File: src/core/bwdt_map.svh
// Named offsets, field positions, reset values and timing for the
// board watchdog. Definitions only; included by the package and the core.
`ifndef BWDT_MAP_SVH
`define BWDT_MAP_SVH

// ------------------------------------------------------------------
// bus geometry
// ------------------------------------------------------------------
`define BWDT_ADDR_W        12
`define BWDT_DATA_W        32
`define BWDT_REG_CTRL_ADDR 12'h214

// ------------------------------------------------------------------
// control and status fields
// ------------------------------------------------------------------
`define BWDT_BIT_SYSRST    6
`define BWDT_BIT_SWEN      5
`define BWDT_BIT_SWITCH    4
`define BWDT_BIT_STATUS    3
`define BWDT_BIT_ACTION    2
`define BWDT_PAT_HI        1
`define BWDT_PAT_LO        0

// ------------------------------------------------------------------
// reset values
// ------------------------------------------------------------------
`define BWDT_RST_SYSRST    1'h0
`define BWDT_RST_SWEN      1'h0
`define BWDT_RST_STATUS    1'h1
`define BWDT_RST_ACTION    1'h0
`define BWDT_RST_PAT       2'h0
`define BWDT_ZERO_DATA     32'h0000_0000

// ------------------------------------------------------------------
// timing
// ------------------------------------------------------------------
`define BWDT_CLK_HZ        25000000
`define BWDT_TIMEOUT_S     10
`define BWDT_TIMEOUT_CYC   (`BWDT_TIMEOUT_S * `BWDT_CLK_HZ)
`define BWDT_CNT_W         28
`define BWDT_RSTPULSE_CYC  5'h10
`define BWDT_RSTPULSE_W    5

`endif

File: src/core/bwdt_pkg.sv
// Types shared by the board watchdog core and its testbench.
// Assumes bwdt_map.svh is on the include path.
`include "bwdt_map.svh"

package bwdt_pkg;

  // ----------------------------------------------------------------
  // bus carriers
  // ----------------------------------------------------------------
  typedef struct packed {
    logic                      psel;
    logic                      penable;
    logic                      pwrite;
    logic [`BWDT_ADDR_W-1:0]   paddr;
    logic [`BWDT_DATA_W-1:0]   pwdata;
    logic [3:0]                pstrb;
  } bwdt_apb_req_t;

  typedef struct packed {
    logic                      pready;
    logic                      pslverr;
    logic [`BWDT_DATA_W-1:0]   prdata;
  } bwdt_apb_rsp_t;

  // ----------------------------------------------------------------
  // timeout actions and state encoding
  // ----------------------------------------------------------------
  typedef struct packed {
    logic nmi;
    logic board_reset;
    logic sys_reset_n;
  } bwdt_action_t;

  typedef enum logic [1:0] {
    BWDT_ST_OFF     = 2'b00,
    BWDT_ST_RUN     = 2'b01,
    BWDT_ST_EXPIRED = 2'b10
  } bwdt_state_t;

endpackage

File: src/core/bwdt_core.sv
// Board watchdog: one byte-wide control/status register on APB,
// a 10 s interval timer, and NMI / board reset / system reset outputs.
// Assumes an APB master on mclk_i and an asynchronous config switch pin.
//
// Added by the designer: register access over APB.
`timescale 1ns/1ns
`include "bwdt_map.svh"

module bwdt_core #(
  parameter logic [`BWDT_CNT_W-1:0] TIMEOUT_CYCLES =
    `BWDT_CNT_W'(`BWDT_TIMEOUT_CYC)
) (
  // clock, reset, enable
  input  wire logic                   mclk_i,
  input  wire logic                   rst_i,
  input  wire logic                   ce_i,
  // apb slave
  input  wire bwdt_pkg::bwdt_apb_req_t apb_req_i,
  output bwdt_pkg::bwdt_apb_rsp_t      apb_rsp_o,
  // board pins
  input  wire logic                   cfg_switch_i,
  output logic                        nmi_o,
  output logic                        board_reset_o,
  output logic                        sys_reset_n_o,
  output logic                        wdt_enabled_o
);

  import bwdt_pkg::*;

  // ------------------------------------------------------------------
  // helpers
  // ------------------------------------------------------------------
  // a pattern is usable only when its two bits differ
  function automatic logic pat_ok(input logic [1:0] p);
    pat_ok = p[1] ^ p[0];
  endfunction

  function automatic logic is_ctrl(input logic [`BWDT_ADDR_W-1:0] a);
    is_ctrl = (a == `BWDT_REG_CTRL_ADDR);
  endfunction

  // ------------------------------------------------------------------
  // declarations
  // ------------------------------------------------------------------
  logic                        sw_meta_r;
  logic                        sw_sync_r;
  logic                        pready_r;
  logic                        pslverr_r;
  logic [`BWDT_DATA_W-1:0]     prdata_r;
  logic                        sysrst_en_r;
  logic                        swen_r;
  logic                        status_r;
  logic                        action_r;
  logic [1:0]                  pat_r;
  bwdt_state_t                 state_r;
  bwdt_state_t                 state_nxt;
  logic                        nmi_r;
  logic                        board_rst_r;
  logic                        sys_rst_n_r;
  logic [`BWDT_RSTPULSE_W-1:0] pulse_cnt_r;
  logic                        access;
  logic                        fire;
  logic                        wr_fire;
  logic                        rd_fire;
  logic [7:0]                  wbyte;
  logic [1:0]                  wpat;
  logic                        wr_en_bit;
  logic                        do_enable;
  logic                        do_restart;
  logic                        do_disable;
  logic                        tmr_start;
  logic                        tmr_stop;
  logic                        tmr_expire;
  logic                        tmr_running;
  logic                        wdt_reset;
  logic [7:0]                  rd_byte;

  // ------------------------------------------------------------------
  // switch synchroniser
  // ------------------------------------------------------------------
  always_ff @(posedge mclk_i or posedge rst_i) begin
    if (rst_i) begin
      sw_meta_r <= 1'b0;
      sw_sync_r <= 1'b0;
    end else if (ce_i) begin
      sw_meta_r <= cfg_switch_i;
      sw_sync_r <= sw_meta_r;
    end
  end

  // ------------------------------------------------------------------
  // apb handshake
  // ------------------------------------------------------------------
  // one wait state keeps pready and prdata straight from flops
  assign access  = apb_req_i.psel & apb_req_i.penable;
  assign fire    = access & pready_r;
  assign wr_fire = fire & apb_req_i.pwrite & is_ctrl(apb_req_i.paddr)
                   & apb_req_i.pstrb[0];
  assign rd_fire = access & ~pready_r & ~apb_req_i.pwrite;

  always_ff @(posedge mclk_i or posedge rst_i) begin
    if (rst_i) begin
      pready_r  <= 1'b0;
      pslverr_r <= 1'b0;
    end else if (ce_i) begin
      if (fire) begin
        pready_r  <= 1'b0;
        pslverr_r <= 1'b0;
      end else if (access) begin
        pready_r  <= 1'b1;
        pslverr_r <= ~is_ctrl(apb_req_i.paddr);
      end
    end
  end

  always_comb begin
    rd_byte                   = 8'h00;
    rd_byte[`BWDT_BIT_SYSRST] = sysrst_en_r;
    rd_byte[`BWDT_BIT_SWEN]   = swen_r;
    rd_byte[`BWDT_BIT_SWITCH] = sw_sync_r;
    rd_byte[`BWDT_BIT_STATUS] = status_r;
    rd_byte[`BWDT_BIT_ACTION] = action_r;
    rd_byte[`BWDT_PAT_HI:`BWDT_PAT_LO] = pat_r;
  end

  // unmapped reads return zero along with the error flag
  always_ff @(posedge mclk_i or posedge rst_i) begin
    if (rst_i) begin
      prdata_r <= `BWDT_ZERO_DATA;
    end else if (ce_i) begin
      if (rd_fire && is_ctrl(apb_req_i.paddr)) begin
        prdata_r <= {24'h00_0000, rd_byte};
      end else if (rd_fire) begin
        prdata_r <= `BWDT_ZERO_DATA;
      end
    end
  end

  // ------------------------------------------------------------------
  // write decode
  // ------------------------------------------------------------------
  assign wbyte     = apb_req_i.pwdata[7:0];
  assign wpat      = wbyte[`BWDT_PAT_HI:`BWDT_PAT_LO];
  assign wr_en_bit = wbyte[`BWDT_BIT_SWEN];

  // enabling is locked out while the switch is set
  assign do_enable  = wr_fire & ~swen_r & wr_en_bit & pat_ok(wpat)
                      & ~sw_sync_r;
  // a repeated or non-complementary pattern does not restart the timer
  assign do_restart = wr_fire & swen_r & wr_en_bit & pat_ok(wpat)
                      & (wpat == ~pat_r);
  assign do_disable = (wr_fire & ~wr_en_bit) | (swen_r & sw_sync_r);

  // board-reset action takes the watchdog down with the board
  assign wdt_reset  = tmr_expire & action_r;

  // ------------------------------------------------------------------
  // state machine
  // ------------------------------------------------------------------
  always_comb begin
    state_nxt = state_r;
    case (state_r)
      BWDT_ST_OFF: begin
        if (do_enable) begin
          state_nxt = BWDT_ST_RUN;
        end
      end
      BWDT_ST_RUN: begin
        if (do_disable || wdt_reset) begin
          state_nxt = BWDT_ST_OFF;
        end else if (tmr_expire) begin
          state_nxt = BWDT_ST_EXPIRED;
        end
      end
      BWDT_ST_EXPIRED: begin
        if (do_disable) begin
          state_nxt = BWDT_ST_OFF;
        end else if (do_restart) begin
          state_nxt = BWDT_ST_RUN;
        end
      end
      default: begin
        state_nxt = BWDT_ST_OFF;
      end
    endcase
  end

  always_ff @(posedge mclk_i or posedge rst_i) begin
    if (rst_i) begin
      state_r <= BWDT_ST_OFF;
    end else if (ce_i) begin
      state_r <= state_nxt;
    end
  end

  // ------------------------------------------------------------------
  // control register fields
  // ------------------------------------------------------------------
  always_ff @(posedge mclk_i or posedge rst_i) begin
    if (rst_i) begin
      sysrst_en_r <= `BWDT_RST_SYSRST;
      action_r    <= `BWDT_RST_ACTION;
    end else if (ce_i && wr_fire) begin
      sysrst_en_r <= wbyte[`BWDT_BIT_SYSRST];
      action_r    <= wbyte[`BWDT_BIT_ACTION];
    end
  end

  always_ff @(posedge mclk_i or posedge rst_i) begin
    if (rst_i) begin
      swen_r <= `BWDT_RST_SWEN;
    end else if (ce_i) begin
      if (do_disable || wdt_reset) begin
        swen_r <= 1'b0;
      end else if (do_enable) begin
        swen_r <= 1'b1;
      end
    end
  end

  // reference pattern for the next restart comparison
  always_ff @(posedge mclk_i or posedge rst_i) begin
    if (rst_i) begin
      pat_r <= `BWDT_RST_PAT;
    end else if (ce_i) begin
      if (do_enable || do_restart) begin
        pat_r <= wpat;
      end
    end
  end

  // timeout wins over a restart in the same cycle; set again only by a
  // valid restart or by the reset input rst_i
  always_ff @(posedge mclk_i or posedge rst_i) begin
    if (rst_i) begin
      status_r <= `BWDT_RST_STATUS;
    end else if (ce_i) begin
      if (tmr_expire) begin
        status_r <= 1'b0;
      end else if (do_restart) begin
        status_r <= 1'b1;
      end
    end
  end

  // ------------------------------------------------------------------
  // interval timer
  // ------------------------------------------------------------------
  assign tmr_start = do_enable | do_restart;
  assign tmr_stop  = do_disable | wdt_reset;

  bwdt_timer #(
    .TIMEOUT_CYCLES (TIMEOUT_CYCLES)
  ) u_timer (
    .mclk_i    (mclk_i),
    .rst_i     (rst_i),
    .ce_i      (ce_i),
    .start_i   (tmr_start),
    .stop_i    (tmr_stop),
    .expire_o  (tmr_expire),
    .running_o (tmr_running)
  );

  // ------------------------------------------------------------------
  // timeout actions
  // ------------------------------------------------------------------
  always_ff @(posedge mclk_i or posedge rst_i) begin
    if (rst_i) begin
      nmi_r <= 1'b0;
    end else if (ce_i) begin
      nmi_r <= tmr_expire & ~action_r;
    end
  end

  // reset outputs are stretched so downstream logic sees a real pulse
  always_ff @(posedge mclk_i or posedge rst_i) begin
    if (rst_i) begin
      pulse_cnt_r <= '0;
      board_rst_r <= 1'b0;
      sys_rst_n_r <= 1'b1;
    end else if (ce_i) begin
      if (tmr_expire && (action_r || sysrst_en_r)) begin
        pulse_cnt_r <= `BWDT_RSTPULSE_CYC;
        board_rst_r <= action_r;
        sys_rst_n_r <= ~sysrst_en_r;
      end else if (pulse_cnt_r != '0) begin
        pulse_cnt_r <= pulse_cnt_r - `BWDT_RSTPULSE_W'(1);
      end else begin
        board_rst_r <= 1'b0;
        sys_rst_n_r <= 1'b1;
      end
    end
  end

  // ------------------------------------------------------------------
  // outputs
  // ------------------------------------------------------------------
  always_ff @(posedge mclk_i or posedge rst_i) begin
    if (rst_i) begin
      wdt_enabled_o <= 1'b0;
    end else if (ce_i) begin
      wdt_enabled_o <= (state_nxt != BWDT_ST_OFF);
    end
  end

  assign nmi_o             = nmi_r;
  assign board_reset_o     = board_rst_r;
  assign sys_reset_n_o     = sys_rst_n_r;
  // one driver for the whole response carrier
  assign apb_rsp_o         = '{pready:  pready_r,
                               pslverr: pslverr_r,
                               prdata:  prdata_r};

  // tmr_running mirrors the state machine; kept for the expiry check
  // only through state, so it is intentionally not an output
  logic unused_ok;
  assign unused_ok = tmr_running;

endmodule

File: src/core/bwdt_timer.sv
// Interval down-counter of the board watchdog.
// Assumes start_i and stop_i are single-cycle strobes on mclk_i.
`timescale 1ns/1ns
`include "bwdt_map.svh"

module bwdt_timer #(
  parameter logic [`BWDT_CNT_W-1:0] TIMEOUT_CYCLES =
    `BWDT_CNT_W'(`BWDT_TIMEOUT_CYC)
) (
  // clock and reset
  input  wire logic mclk_i,
  input  wire logic rst_i,
  input  wire logic ce_i,
  // control
  input  wire logic start_i,
  input  wire logic stop_i,
  // status
  output logic      expire_o,
  output logic      running_o
);

  logic [`BWDT_CNT_W-1:0] cnt_r;

  // ------------------------------------------------------------------
  // counter
  // ------------------------------------------------------------------
  // start wins over stop so a restart is never swallowed
  always_ff @(posedge mclk_i or posedge rst_i) begin
    if (rst_i) begin
      cnt_r     <= '0;
      running_o <= 1'b0;
      expire_o  <= 1'b0;
    end else if (ce_i) begin
      expire_o <= 1'b0;
      if (start_i) begin
        cnt_r     <= TIMEOUT_CYCLES - `BWDT_CNT_W'(1);
        running_o <= 1'b1;
      end else if (stop_i) begin
        running_o <= 1'b0;
      end else if (running_o) begin
        if (cnt_r == '0) begin
          expire_o  <= 1'b1;
          running_o <= 1'b0;
        end else begin
          cnt_r <= cnt_r - `BWDT_CNT_W'(1);
        end
      end
    end
  end

endmodule

File: config.mk
export PLATFORM = sky130hd
export DESIGN_NAME = bwdt_core
export DESIGN_NICKNAME = d
export VERILOG_FILES = /design/src/core/bwdt_pkg.sv /design/src/core/bwdt_core.sv /design/src/core/bwdt_timer.sv
export VERILOG_INCLUDE_DIRS = /design/src /design/src/core
export SDC_FILE = /design/constraint.sdc
export NUM_CORES = 1
export LEC_CHECK = 0
export ABC_CLOCK_PERIOD_IN_PS = 5600
export BUFFER_PORTS_ARGS = -buffer_cell sky130_fd_sc_hd__buf_2
export CORE_UTILIZATION = 57
export CTS_CLUSTER_SIZE = 16
export DETAILED_ROUTE_END_ITERATION = 7
export PLACE_DENSITY = 0.92
export SLEW_MARGIN = 20
export SYNTH_ARGS = -nofsm -noshare
export SYNTH_HDL_FRONTEND = slang
export SYNTH_HIERARCHICAL = 1
export SYNTH_SLANG_ARGS = --single-unit
export TNS_END_PERCENT = 30
File: constraint.sdc
create_clock -name mclk_i -period 5.6 [get_ports mclk_i]
set_input_delay 0.28 -clock mclk_i [delete_from_list [all_inputs] [get_ports mclk_i]]
set_output_delay 0.28 -clock mclk_i [all_outputs]
set_load 0.01 [all_outputs]
==> results.md <==
* Max Cap Viol at 0
* Top-count cell post-synth: dfrtp_1
* Post-CTS Hold Fix Bufs at 0
* H-tree lvl count at 3
* Critical path type: flop to flop
* Max FO, Critical Path at 20
* M2 GR Usage at 0.451
* Synthesis Warnings at 6
* Busiest layer in global routing: met2
* Antenna violations before repair at 0
* Global-route wire length before repair at 12500 microns
* Clock Latency Late Sink at 0.34 ns
* Largest net degree at the start of global routing at 34
* Sequential fraction of the synthesis area at 0.419
* Synth Area in Compound Gates at 0.158
* Final antenna-violating net count at 0
* Final Setup Violations at 0
* Final Net Count at 447
* Post-Syn Area at about 0.0035 sq mm
* Relative max-transition margin at 0.516
* Post-Synth Adder-Cell Area at 0.0144
* Initial Util at 0.589
* Largest family of logic cells by synthesized area: simple AND/OR/NAND/NOR gates
* Clk buf depth at 2
* Clk sinks at 58
* Peak VDD IR at 0.144 mV
* Synth top area share at 0.404
* Worst setup SP type: flop
* Placed wire-length estimate at 5050 microns
* Status: complete, no violations
* Overall Global Routing Usage at 0.256
* DR pass1 iterations at 4
* Resized cells post-CTS at 0
* Ranking of synthesized cells by area: dfrtp_1, buf_4, nor2_1, nand2_1, a21oi_1
* DIE AREA at 0.00640 sq mm
* Min Tclk post-route at 2.83 ns
* Post-CTS Repair Setup Buffers at 0
* Layout fillers at between 400 and 500
* Slew Limit Fails at 0
* Buffers added on ports at 37
* Drt first-iter violations at 192
* Clk slew on worst S/H paths at 0.06 ns
* Dominant synthesized flop cell: dfrtp_1
* Vias in the first global route at 2770
* Largest area contributor in the netlist: dfrtp_1
* Met3 Usage GRT at 0.0617
* I/O Pins at 93
* Worst-Margin Slew at 0.721 ns
* FFs w/ async S/R, synth at 1.00
* Post-synth top cells: dfrtp_1, buf_4, nor2_1, nand2_1, a21oi_1
* Simple logic cell fraction of the synthesized area at 0.277
* Required @ worst endpoint at 5.82 ns
* Grt ovf at 0
* Worst reg2reg startpoint: u_timer/cnt_r[0]
* Vert. Die Dim at between 70 and 80 microns
* CTS tree: built
* #FFs+latches synth at 58
* GP Congestion at 0.861
* Worst reg-to-reg path cell count at 7
* Diode count at 0
* Fin crit share at 0.506
* Cell variety after synth at 62
* Post-Route Skew at 0.00753 ns
* Post-Synth XOR/XNOR Area at 0.0177
* Via Count at 2855
* Clock tree root buffer cell: clkbuf_8
* Total power at 993 uW
* Post-synth EDFFs at 0
* CP arrival at 3.05 ns
* # rows at 28
* CTS buffer count at 9
* Final Hold Fails at 0
* Avg Vias per Cell at 6.11
* Static Leak at 1.76 nW
* Critical path origin: u_timer/cnt_r[0]
* PwrDens at between 200 and 300 mW/mm^2
* WL per Instance at 16.0 microns
* Met1 Use GR at 0.288
* Fmax at between 300 and 400 MHz
* RSZ-0062 raised after global routing: false
* Share of layout cells above drive strength 1 at 0.204
* Drt drc at 0
* Die W at 80.0 microns
* Setup TNS at 0 ns
* Final wirelength at 7460 microns
* Avg Cell Area, Syn at 9.82 sq um
* P&R area growth vs syn at 9.49%
* Multiplexer share of the synthesized area at 0.0256
* Hold WC Path Type: primary input to asynchronous set/reset pin
* CP Capture Type: flop
* Core ar. at 0.00589 sq mm
* Synth Instances at 353
sequential cells by signal, summed over array words and instances (netlist names), 2 cells and up:
register and flops:
pat_r 2, prdata_r 7, pulse_cnt_r 5, state_r 2, u_timer/cnt_r 28
cell families after synthesis:
kind of cell               count (synthesis)
muxes                                      8
other                                      1
AOI/OAI and AO/OA                         75
buffers and inverters                     50
adders and majority gates                  4
DFF                                       58
and+or+nand+nor                          150
xor gates and xnor gates                   7
worst max-delay path, stage by stage (launching register included):
cell	delay, ns
dfrtp_1	0.44
inv_1	0.12
ha_1	0.18
or4b_2	0.63
nor4_4	0.34
a21o_1	0.55
nor3_1	0.09
or3b_1	0.37
final timing paths:
| kind | end | slack [ns] |
|---|---|---|
| setup / recovery | u_timer/cnt_r[9] | 2.77 |
| hold / removal | pulse_cnt_r[0] | 0.005 |
| setup reg to reg | u_timer/cnt_r[9] | 2.77 |
| hold reg to reg | prdata_r[4] | 0.50 |
| max in group asynchronous | pslverr_r | 5.21 |
| min in group mclk_i | action_r | 0.16 |
metrics by stage:
| stage | worst slack [ns] | hold slack, ns | utilization | cell area, sq um | std cells |
|---|---|---|---|---|---|
| after global placement | 2.48 | 0.387 | 0.609 | 3590 | 452 |
| after CTS | 2.41 | 0.0257 | 0.644 | 3790 | 467 |
| after floorplan | 3.29 | 0.344 | - | 3560 | 377 |
| final | 2.77 | 0.00486 | 0.645 | 3790 | 467 |
| after detailed placement | 2.41 | 0.387 | 0.609 | 3590 | 452 |
| after global routing | 2.57 | 0.0465 | 0.645 | 3790 | 467 |
cell type report:
type	instances	area (sq um)	share of cell area
clock buffers	13	169	0.0445
inverters	12	45.0	0.0119
flip-flops and latches	58	1450	0.383
repair buffers	38	193	0.0508
well taps	75	93.8	0.0247
multi-input cells	269	1810	0.476
clock inverters	2	35.0	0.00923
cells in the final DEF (no fill, tap or decap), drive strengths merged, types with 3 or more instances in the layout:
| cell type | instances |
|---|---|
| dfrtp | 56 |
| buf | 38 |
| nor2 | 30 |
| nand2 | 26 |
| conb | 25 |
| a21oi | 16 |
| o21ai | 16 |
| nand3 | 15 |
| clkbuf | 13 |
| inv | 12 |
| nor3 | 10 |
| a22o | 9 |
| nand2b | 8 |
| nor4 | 8 |
| or4 | 8 |
| xnor2 | 7 |
| or3 | 7 |
| mux2 | 7 |
| a211oi | 6 |
| o31ai | 6 |
| nor4b | 6 |
| a31oi | 5 |
| nand4 | 5 |
| and4 | 5 |
| a2111oi | 5 |
| ha | 4 |
| and3 | 3 |
power by group:
group          switching [mW]  leakage [nW]  internal (mW)
Combinational          0.0718         0.883         0.0504
Clock                   0.162         0.106          0.239
Sequential             0.0244         0.768          0.446
Total                   0.258          1.76          0.735
routing by layer:
layer | share of wire | vias up | routed length, microns
met2 | 0.51 | 113 | 3820
met3 | 0.057 | 11 | 426
li1 | - | 1340 | -
met4 | 0.015 | 0 | 114
met1 | 0.42 | 1391 | 3100
met5 | 0 | - | 0
Note: power is estimated with default switching activity, not from simulation.
